--- src/mat_pkg.sv ---
// package: register map, field layout and carriers for the alert threshold block
package mat_pkg;
  localparam int DATA_W = 32;
  localparam int ADDR_W = 8;
  localparam int VAL_W = 14;
  localparam int CMP_W = 10;
  localparam int VAL_LSB = 2;
  localparam int CMP_LSB = 6;
  // register indices, byte address is four times the index
  localparam logic [7:0] IDX_CUR_OV_CLR = 8'h2C;
  localparam logic [7:0] IDX_CUR_OV_SET = 8'h2D;
  localparam logic [7:0] IDX_CUR_UV_CLR = 8'h2E;
  localparam logic [7:0] IDX_CUR_UV_SET = 8'h2F;
  localparam logic [7:0] IDX_AR_OV_CLR = 8'h30;
  localparam logic [7:0] IDX_AR_OV_SET = 8'h31;
  localparam logic [7:0] IDX_AR_UV_CLR = 8'h32;
  localparam logic [7:0] IDX_AR_UV_SET = 8'h33;
  localparam logic [7:0] IDX_AA_OV_CLR = 8'h34;
  localparam logic [7:0] IDX_AA_OV_SET = 8'h35;
  localparam logic [7:0] IDX_AA_UV_CLR = 8'h36;
  localparam logic [7:0] IDX_AA_UV_SET = 8'h37;
  localparam logic [7:0] IDX_CMP_OV = 8'h38;
  localparam logic [7:0] IDX_STATUS = 8'h3A;
  localparam int NUM_THR = 13;
  // thresholds reset values, 14-bit and 10-bit fields
  localparam logic [13:0] RST_HIGH = 14'h3FFF;
  localparam logic [13:0] RST_LOW = 14'h0000;
  localparam logic [9:0] RST_CMP = 10'h3FF;
  localparam logic [13:0] ZERO_CURRENT = 14'h2000;
  localparam logic [1:0] RESP_OKAY = 2'h0;
  localparam logic [1:0] RESP_SLVERR = 2'h2;
  // status bit positions
  localparam int ST_CUR_HI = 0;
  localparam int ST_CUR_LO = 1;
  localparam int ST_AUX_OV = 2;
  localparam int ST_AUX_UV = 3;
  localparam int ST_CMP_OV = 4;

  typedef struct packed {
    logic              valid;
    logic [VAL_W-1:0]  code;
  } mat_sample_t;

  typedef struct packed {
    logic              valid;
    logic              ref_abs;
    logic [VAL_W-1:0]  code;
  } mat_aux_sample_t;

  typedef struct packed {
    logic              valid;
    logic [CMP_W-1:0]  code;
  } mat_cmp_sample_t;

  typedef struct packed {
    logic current_high_alert;
    logic current_low_alert;
    logic aux_over_alert;
    logic aux_under_alert;
    logic comparator_cell_over_alert;
  } mat_alerts_t;
endpackage
--- src/mat_alert_thresholds.sv ---
// top: threshold registers over axi4-lite, hysteretic current and aux alerts and a plain comparator cell alert
//
// The AXI4-Lite slave port was decided locally.
`timescale 1ns/10ps
`default_nettype none
module mat_alert_thresholds
  import mat_pkg::*;
(
  input  wire logic                      aclk,
  input  wire logic                      aresetn,
  input  wire logic [ADDR_W-1:0]         s_axi_awaddr,
  input  wire logic                      s_axi_awvalid,
  output logic                           s_axi_awready,
  input  wire logic [DATA_W-1:0]         s_axi_wdata,
  input  wire logic [3:0]                s_axi_wstrb,
  input  wire logic                      s_axi_wvalid,
  output logic                           s_axi_wready,
  output logic [1:0]                     s_axi_bresp,
  output logic                           s_axi_bvalid,
  input  wire logic                      s_axi_bready,
  input  wire logic [ADDR_W-1:0]         s_axi_araddr,
  input  wire logic                      s_axi_arvalid,
  output logic                           s_axi_arready,
  output logic [DATA_W-1:0]              s_axi_rdata,
  output logic [1:0]                     s_axi_rresp,
  output logic                           s_axi_rvalid,
  input  wire logic                      s_axi_rready,
  input  wire mat_pkg::mat_sample_t      current_sample,
  input  wire mat_pkg::mat_aux_sample_t  aux_sample,
  input  wire mat_pkg::mat_cmp_sample_t  cmp_sample,
  output mat_pkg::mat_alerts_t           alerts
);
  import mat_pkg::*;

  ////////////////////////////////////////////////////////////////////////////
  // state
  typedef struct packed {
    logic              aw_held;
    logic [ADDR_W-1:0] aw_addr;
    logic              w_held;
    logic [15:0]       w_data;
    logic [1:0]        w_strb;
    logic              awready;
    logic              wready;
    logic              bvalid;
    logic [1:0]        bresp;
    logic              arready;
    logic              rvalid;
    logic [DATA_W-1:0] rdata;
    logic [1:0]        rresp;
    logic [VAL_W-1:0]  cur_ov_clr;
    logic [VAL_W-1:0]  cur_ov_set;
    logic [VAL_W-1:0]  cur_uv_clr;
    logic [VAL_W-1:0]  cur_uv_set;
    logic [VAL_W-1:0]  ar_ov_clr;
    logic [VAL_W-1:0]  ar_ov_set;
    logic [VAL_W-1:0]  ar_uv_clr;
    logic [VAL_W-1:0]  ar_uv_set;
    logic [VAL_W-1:0]  aa_ov_clr;
    logic [VAL_W-1:0]  aa_ov_set;
    logic [VAL_W-1:0]  aa_uv_clr;
    logic [VAL_W-1:0]  aa_uv_set;
    logic [CMP_W-1:0]  cmp_ov;
    mat_alerts_t       al;
  } mat_state_t;

  mat_state_t s_q;
  mat_state_t s_d;

  ////////////////////////////////////////////////////////////////////////////
  // helpers
  function automatic logic [15:0] pack14(input logic [VAL_W-1:0] v);
    pack14 = {v, 2'b00};
  endfunction

  function automatic logic [VAL_W-1:0] merge14(input logic [VAL_W-1:0] old,
                                                 input logic [15:0] wd,
                                                 input logic [1:0] st);
    logic [15:0] m;
    m = pack14(old);
    if (st[0]) begin
      m[7:0] = wd[7:0];
    end
    if (st[1]) begin
      m[15:8] = wd[15:8];
    end
    merge14 = m[15:VAL_LSB];
  endfunction

  // hysteretic over alert: set above set, clear at/below clear, else hold
  function automatic logic over_alert(input logic prev, input logic [VAL_W-1:0] code,
                                      input logic [VAL_W-1:0] set,
                                      input logic [VAL_W-1:0] clr);
    if (code > set) begin
      over_alert = 1'b1;
    end else if (code <= clr) begin
      over_alert = 1'b0;
    end else begin
      over_alert = prev;
    end
  endfunction

  // hysteretic under alert: set below set, clear at/above clear, else hold
  function automatic logic under_alert(input logic prev, input logic [VAL_W-1:0] code,
                                       input logic [VAL_W-1:0] set,
                                       input logic [VAL_W-1:0] clr);
    if (code < set) begin
      under_alert = 1'b1;
    end else if (code >= clr) begin
      under_alert = 1'b0;
    end else begin
      under_alert = prev;
    end
  endfunction

  function automatic logic [7:0] word_idx(input logic [ADDR_W-1:0] a);
    word_idx = {2'b00, a[ADDR_W-1:2]};
  endfunction

  ////////////////////////////////////////////////////////////////////////////
  // next state
  always_comb begin
    logic [7:0]       widx;
    logic [7:0]       ridx;
    logic [15:0]      rd;
    logic             hit;
    logic [CMP_W-1:0] cmpm;
    logic [15:0]      cm;
    s_d  = s_q;
    widx = word_idx(s_q.aw_addr);
    ridx = word_idx(s_axi_araddr);
    rd   = 16'h0000;
    hit  = 1'b1;
    cmpm = s_q.cmp_ov;
    cm   = 16'h0000;

    // write address and data, taken in either order
    if (s_axi_awvalid && s_q.awready) begin
      s_d.aw_held = 1'b1;
      s_d.aw_addr = s_axi_awaddr;
      s_d.awready = 1'b0;
    end
    if (s_axi_wvalid && s_q.wready) begin
      s_d.w_held = 1'b1;
      s_d.w_data = s_axi_wdata[15:0];
      s_d.w_strb = s_axi_wstrb[1:0];
      s_d.wready = 1'b0;
    end
    if (s_q.aw_held && s_q.w_held && !s_q.bvalid) begin
      s_d.aw_held = 1'b0;
      s_d.w_held  = 1'b0;
      s_d.bvalid  = 1'b1;
      s_d.bresp   = RESP_OKAY;
      if (widx == IDX_CUR_OV_CLR) begin
        s_d.cur_ov_clr = merge14(s_q.cur_ov_clr, s_q.w_data, s_q.w_strb);
      end else if (widx == IDX_CUR_OV_SET) begin
        s_d.cur_ov_set = merge14(s_q.cur_ov_set, s_q.w_data, s_q.w_strb);
      end else if (widx == IDX_CUR_UV_CLR) begin
        s_d.cur_uv_clr = merge14(s_q.cur_uv_clr, s_q.w_data, s_q.w_strb);
      end else if (widx == IDX_CUR_UV_SET) begin
        s_d.cur_uv_set = merge14(s_q.cur_uv_set, s_q.w_data, s_q.w_strb);
      end else if (widx == IDX_AR_OV_CLR) begin
        s_d.ar_ov_clr = merge14(s_q.ar_ov_clr, s_q.w_data, s_q.w_strb);
      end else if (widx == IDX_AR_OV_SET) begin
        s_d.ar_ov_set = merge14(s_q.ar_ov_set, s_q.w_data, s_q.w_strb);
      end else if (widx == IDX_AR_UV_CLR) begin
        s_d.ar_uv_clr = merge14(s_q.ar_uv_clr, s_q.w_data, s_q.w_strb);
      end else if (widx == IDX_AR_UV_SET) begin
        s_d.ar_uv_set = merge14(s_q.ar_uv_set, s_q.w_data, s_q.w_strb);
      end else if (widx == IDX_AA_OV_CLR) begin
        s_d.aa_ov_clr = merge14(s_q.aa_ov_clr, s_q.w_data, s_q.w_strb);
      end else if (widx == IDX_AA_OV_SET) begin
        s_d.aa_ov_set = merge14(s_q.aa_ov_set, s_q.w_data, s_q.w_strb);
      end else if (widx == IDX_AA_UV_CLR) begin
        s_d.aa_uv_clr = merge14(s_q.aa_uv_clr, s_q.w_data, s_q.w_strb);
      end else if (widx == IDX_AA_UV_SET) begin
        s_d.aa_uv_set = merge14(s_q.aa_uv_set, s_q.w_data, s_q.w_strb);
      end else if (widx == IDX_CMP_OV) begin
        cm = {s_q.cmp_ov, 6'h00};
        if (s_q.w_strb[0]) begin
          cm[7:0] = s_q.w_data[7:0];
        end
        if (s_q.w_strb[1]) begin
          cm[15:8] = s_q.w_data[15:8];
        end
        cmpm = cm[15:CMP_LSB];
        s_d.cmp_ov = cmpm;
      end else if (widx == IDX_STATUS) begin
        s_d.bresp = RESP_OKAY;
      end else begin
        s_d.bresp = RESP_SLVERR;
      end
    end
    if (s_q.bvalid && s_axi_bready) begin
      s_d.bvalid  = 1'b0;
      s_d.awready = 1'b1;
      s_d.wready  = 1'b1;
    end

    // read channel
    if (s_axi_arvalid && s_q.arready) begin
      if (ridx == IDX_CUR_OV_CLR) begin
        rd = pack14(s_q.cur_ov_clr);
      end else if (ridx == IDX_CUR_OV_SET) begin
        rd = pack14(s_q.cur_ov_set);
      end else if (ridx == IDX_CUR_UV_CLR) begin
        rd = pack14(s_q.cur_uv_clr);
      end else if (ridx == IDX_CUR_UV_SET) begin
        rd = pack14(s_q.cur_uv_set);
      end else if (ridx == IDX_AR_OV_CLR) begin
        rd = pack14(s_q.ar_ov_clr);
      end else if (ridx == IDX_AR_OV_SET) begin
        rd = pack14(s_q.ar_ov_set);
      end else if (ridx == IDX_AR_UV_CLR) begin
        rd = pack14(s_q.ar_uv_clr);
      end else if (ridx == IDX_AR_UV_SET) begin
        rd = pack14(s_q.ar_uv_set);
      end else if (ridx == IDX_AA_OV_CLR) begin
        rd = pack14(s_q.aa_ov_clr);
      end else if (ridx == IDX_AA_OV_SET) begin
        rd = pack14(s_q.aa_ov_set);
      end else if (ridx == IDX_AA_UV_CLR) begin
        rd = pack14(s_q.aa_uv_clr);
      end else if (ridx == IDX_AA_UV_SET) begin
        rd = pack14(s_q.aa_uv_set);
      end else if (ridx == IDX_CMP_OV) begin
        rd = {s_q.cmp_ov, 6'h00};
      end else if (ridx == IDX_STATUS) begin
        rd = {11'h000, s_q.al.comparator_cell_over_alert, s_q.al.aux_under_alert,
              s_q.al.aux_over_alert, s_q.al.current_low_alert,
              s_q.al.current_high_alert};
      end else begin
        hit = 1'b0;
      end
      s_d.arready = 1'b0;
      s_d.rvalid  = 1'b1;
      s_d.rdata   = {16'h0000, rd};
      s_d.rresp   = hit ? RESP_OKAY : RESP_SLVERR;
    end
    if (s_q.rvalid && s_axi_rready) begin
      s_d.rvalid  = 1'b0;
      s_d.arready = 1'b1;
    end

    ////////////////////////////////////////////////////////////////////////////
    // alert evaluation on each fresh measurement
    if (current_sample.valid) begin
      // codes compared as unsigned offset-binary, zero current at mid code
      s_d.al.current_high_alert = over_alert(s_q.al.current_high_alert,
        current_sample.code, s_q.cur_ov_set, s_q.cur_ov_clr);
      s_d.al.current_low_alert = under_alert(s_q.al.current_low_alert,
        current_sample.code, s_q.cur_uv_set, s_q.cur_uv_clr);
    end
    if (aux_sample.valid) begin
      if (!aux_sample.ref_abs) begin
        s_d.al.aux_over_alert = over_alert(s_q.al.aux_over_alert,
          aux_sample.code, s_q.ar_ov_set, s_q.ar_ov_clr);
        s_d.al.aux_under_alert = under_alert(s_q.al.aux_under_alert,
          aux_sample.code, s_q.ar_uv_set, s_q.ar_uv_clr);
      end else begin
        s_d.al.aux_over_alert = over_alert(s_q.al.aux_over_alert,
          aux_sample.code, s_q.aa_ov_set, s_q.aa_ov_clr);
        s_d.al.aux_under_alert = under_alert(s_q.al.aux_under_alert,
          aux_sample.code, s_q.aa_uv_set, s_q.aa_uv_clr);
      end
    end
    if (cmp_sample.valid) begin
      s_d.al.comparator_cell_over_alert = (cmp_sample.code > s_q.cmp_ov);
    end
  end

  ////////////////////////////////////////////////////////////////////////////
  // registers
  always_ff @(posedge aclk) begin
    if (!aresetn) begin
      s_q            <= '0;
      s_q.awready    <= 1'b1;
      s_q.wready     <= 1'b1;
      s_q.arready    <= 1'b1;
      s_q.cur_ov_clr <= RST_HIGH;
      s_q.cur_ov_set <= RST_HIGH;
      s_q.cur_uv_clr <= RST_LOW;
      s_q.cur_uv_set <= RST_LOW;
      s_q.ar_ov_clr  <= RST_HIGH;
      s_q.ar_ov_set  <= RST_HIGH;
      s_q.ar_uv_clr  <= RST_LOW;
      s_q.ar_uv_set  <= RST_LOW;
      s_q.aa_ov_clr  <= RST_HIGH;
      s_q.aa_ov_set  <= RST_HIGH;
      s_q.aa_uv_clr  <= RST_LOW;
      s_q.aa_uv_set  <= RST_LOW;
      s_q.cmp_ov     <= RST_CMP;
    end else begin
      s_q <= s_d;
    end
  end

  ////////////////////////////////////////////////////////////////////////////
  // outputs
  assign s_axi_awready = s_q.awready;
  assign s_axi_wready  = s_q.wready;
  assign s_axi_bvalid  = s_q.bvalid;
  assign s_axi_bresp   = s_q.bresp;
  assign s_axi_arready = s_q.arready;
  assign s_axi_rvalid  = s_q.rvalid;
  assign s_axi_rdata   = s_q.rdata;
  assign s_axi_rresp   = s_q.rresp;
  assign alerts        = s_q.al;
endmodule
`default_nettype wire

--- config.mk ---
export PLATFORM = sky130hd
export DESIGN_NAME = mat_alert_thresholds
export DESIGN_NICKNAME = d
export VERILOG_FILES = /design/src/mat_pkg.sv /design/src/mat_alert_thresholds.sv
export SDC_FILE = /design/constraint.sdc
export NUM_CORES = 1
export LEC_CHECK = 0
export ABC_AREA = 1
export BUFFER_PORTS_ARGS = -buffer_cell sky130_fd_sc_hd__buf_2
export CORE_MARGIN = 1
export CORE_UTILIZATION = 54
export DETAILED_ROUTE_END_ITERATION = 10
export GPL_ROUTABILITY_DRIVEN = 0
export PLACE_DENSITY = 0.77
export SYNTH_ARGS = -nofsm -noshare
export SYNTH_HDL_FRONTEND = slang
export SYNTH_SLANG_ARGS = --single-unit
--- constraint.sdc ---
create_clock -name aclk -period 1.6 [get_ports aclk]
set_input_delay 0.4 -clock aclk [delete_from_list [all_inputs] [get_ports aclk]]
set_output_delay 0.4 -clock aclk [all_outputs]
set_load 0.02 [all_outputs]
==> impl_metrics.yaml <==
yosys:
  synth.distinct_cells: 44
  yosysSeqAreaShare: 0.320
  postSynth.asyncResetShare: 0
  synth_seq_cells: 230
  synth_cells: 1968
  yosys_warnings: 0
  synth_edf_count: 0
  synth_top_area_share: 0.320
  synthFlopType: "dfxtp_1"
  synthTopCellsByArea: "dfxtp_1, ha_1, nand2_1"
  netlist.top_cell.by_area: "dfxtp_1"
  syn_avg_cell_area_um2: 7.31
  synthesis.area_mm2: 0.0144
global_route:
  top_usage_layer: "met2"
  grt_pass1_wl_mm: 74.3
  track_usage: 0.349
  grt_pass1_vias: 14600
  grt_max_degree: 73
  grt_use_met3: 0.0435
  met1_usage: 0.434
  grt_use_met2: 0.582
  grt_remaining_overflow: 0
  antenna_found_initial: 2
timing:
  slew_headroom: 0.609
  layout_min_cycle_time_ns: 1.95
  rsz0062_at_grt: "true"
  final_hold_viol_count: 0
  finalSetupViolCount: 170
  max_freq_mhz: 513
  finalMaxSlewViolations: 0
  fin_ws_ns: -0.348
  setup_tns_ns: -22.80
  max_slew.worst_pin.slew_ns: 0.586
  period_share: 1.22
  skew_ns: 0.0205
cts:
  cts-root-buf: "clkbuf_16"
  cts_hold_buf: 0
  worstSkewPairLatency_ns: 0.55
  cts_sinks: 230
  cts_buffer_depth: 3
  cts_tree: "built"
  cts.clk_slew.worst_paths_ns: 0.06
  cts_buffers: 26
  h-tree-depth: 1
power_and_ir_drop:
  power_density_mw_per_mm2: 707
  finalPower_mw: 14.3
  peakVddDrop_uv: 874
  leakage_nw: 9.64
route:
  num_vias: 16700
  initialDrtViolationCount: 2194
  wl_per_cell_um: 21.8
  via_per_inst: 6.27
  wirelength_mm: 57.9
  first_pass_iters: 11
  drc: 16
  ant_nets: 0
final_layout:
  syn2layout_area_growth_pct: 40.8
  final_area_mm2: 0.0203
  final_common_cell: "nand2_1"
  nets: 2579
  final_cell_mix: "nand2_1, buf_4, inv_1"
  drive_gt1_frac: 0.382
worst_setup_path:
  worstPathMaxFanout: 2
  r2r_slack_ns: -0.35
  path_class: "reg2reg"
  cp.required_ns: 2.07
  crit_arrival_ns: 2.42
  crit_path_end_kind: "register"
  rr_endpoint: "alerts[2]"
  reg2reg_depth: 12
  cp-start-kind: "register"
  rr_startpoint: "s_q[115]"
placement:
  portBuffers: 104
  hpwl_mm: 34.6
  placed_area_mm2: 0.0168
worst_hold_path:
  holdPathStages: 3
  min_from: "s_axi_rready"
  hold_class: "in2reg"
  min_to: "s_axi_arready"
floorplan:
  dieArea_mm2: 0.0273
  core_area_mm2: 0.0261
  dieHeight_um: 165
  io_pins: 147
  rows: 59
  dieWidth_um: 165
  start_util: 0.551
run:
  max_cap_viol_count: 0
status:
  status: "finished, violations left"
  violations: "design-rule violations, negative setup slack"
==> worst max-delay path: stages, from the launching register on <==
cell       delay, ns
dfxtp_1         0.36
inv_1           0.11
ha_1            0.35
nand2_1         0.10
nor2_2          0.15
o21ai_1         0.09
o211ai_1        0.16
nand2_1         0.11
o2111ai_1       0.10
nand2_1         0.10
nand3_2         0.08
nand2_1         0.05
a21oi_1         0.11
==> flip-flops by register name (all words and copies together), names as in the netlist <==
signal,flops
s_q,202
s_axi_rvalid,1
s_axi_arready,1
alerts,5
s_axi_wready,1
s_axi_bvalid,1
s_axi_rresp,1
s_axi_awready,1
s_axi_rdata,16
s_axi_bresp,1
==> worst max-delay path by stage <==
stage / start / to / slack (ns) / cells past startpoint
CTS: s_q[106] / alerts[2] / -0.17 / 10
global route: s_q[115] / alerts[2] / -0.44 / 12
global placement: aux_sample[13] / alerts[2] / -0.58 / 10
detailed placement: aux_sample[13] / alerts[2] / -0.60 / 10
floorplan: aux_sample[13] / alerts[2] / 0.0006 / 8
finish: s_q[115] / alerts[2] / -0.35 / 12
==> layer usage <==
| layer | share of wire | wire, um |
|---|---|---|
| met1 | 0.36 | 20600 |
| met2 | 0.45 | 26300 |
| met3 | 0.10 | 5940 |
| met4 | 0.088 | 5120 |
| met5 | 0 | 0 |
==> power by group <==
part	switching (mW)	internal, mW	leakage (nW)	total [mW]
logic	1.37	0.769	7.33	2.14
clock network	2.53	3.72	0.432	6.26
registers	0.123	5.81	1.87	5.94
total	4.03	10.3	9.64	14.3
==> synth_stat cells (all sizes together) (13+ instances only) <==
master / n
nor4: 13
ha: 175
o211ai: 78
dfxtp: 230
nand2: 359
nor3: 21
clkbuf: 42
buf: 77
o21ai: 188
a21oi: 253
nand4: 26
nand3: 44
inv: 283
a221oi: 19
nor2: 124
==> kinds of logic after synthesis <==
kind of cell	synth area share
adders and majority gates	0.152
other	0.000261
buffers and inverters	0.124
AOI/OAI and AO/OA	0.222
and+or+nand+nor	0.181
DFF	0.320
==> repair_timing <==
| action | 4_1_cts | 5_1_grt |
|---|---|---|
| resized for setup | 215 | 393 |
| pin swaps | 49 | 94 |
| hold endpoints to repair | 0 | 0 |
| endpoints found under the setup margin | 102 | 186 |
| cloned | 7 | 7 |
| setup buffers | 21 | 38 |
==> layout make-up <==
cell class	count	area (um^2)
Multi-Input combinational cell	1351	9850
Timing Repair inverter	1	7.51
Sequential cell	230	4670
Timing Repair Buffer	406	3310
Inverter	287	1120
Antenna cell	2	5.00
Clock inverter	9	124
Tap cell	335	419
Clock buffer	35	746
Fill cell	1536	5870
==> metrics by stage <==
step	hold slack [ns]	cells	setup slack (ns)	util
global placement	0.452	2551	-0.580	0.642
CTS	0.0818	2621	-0.167	0.710
floorplan	0.446	1985	0.000592	-
global route	0.110	2655	-0.439	0.775
finish	0.0804	2656	-0.348	0.775
detailed placement	0.457	2551	-0.603	0.642
(Power assumes the default switching activity.)
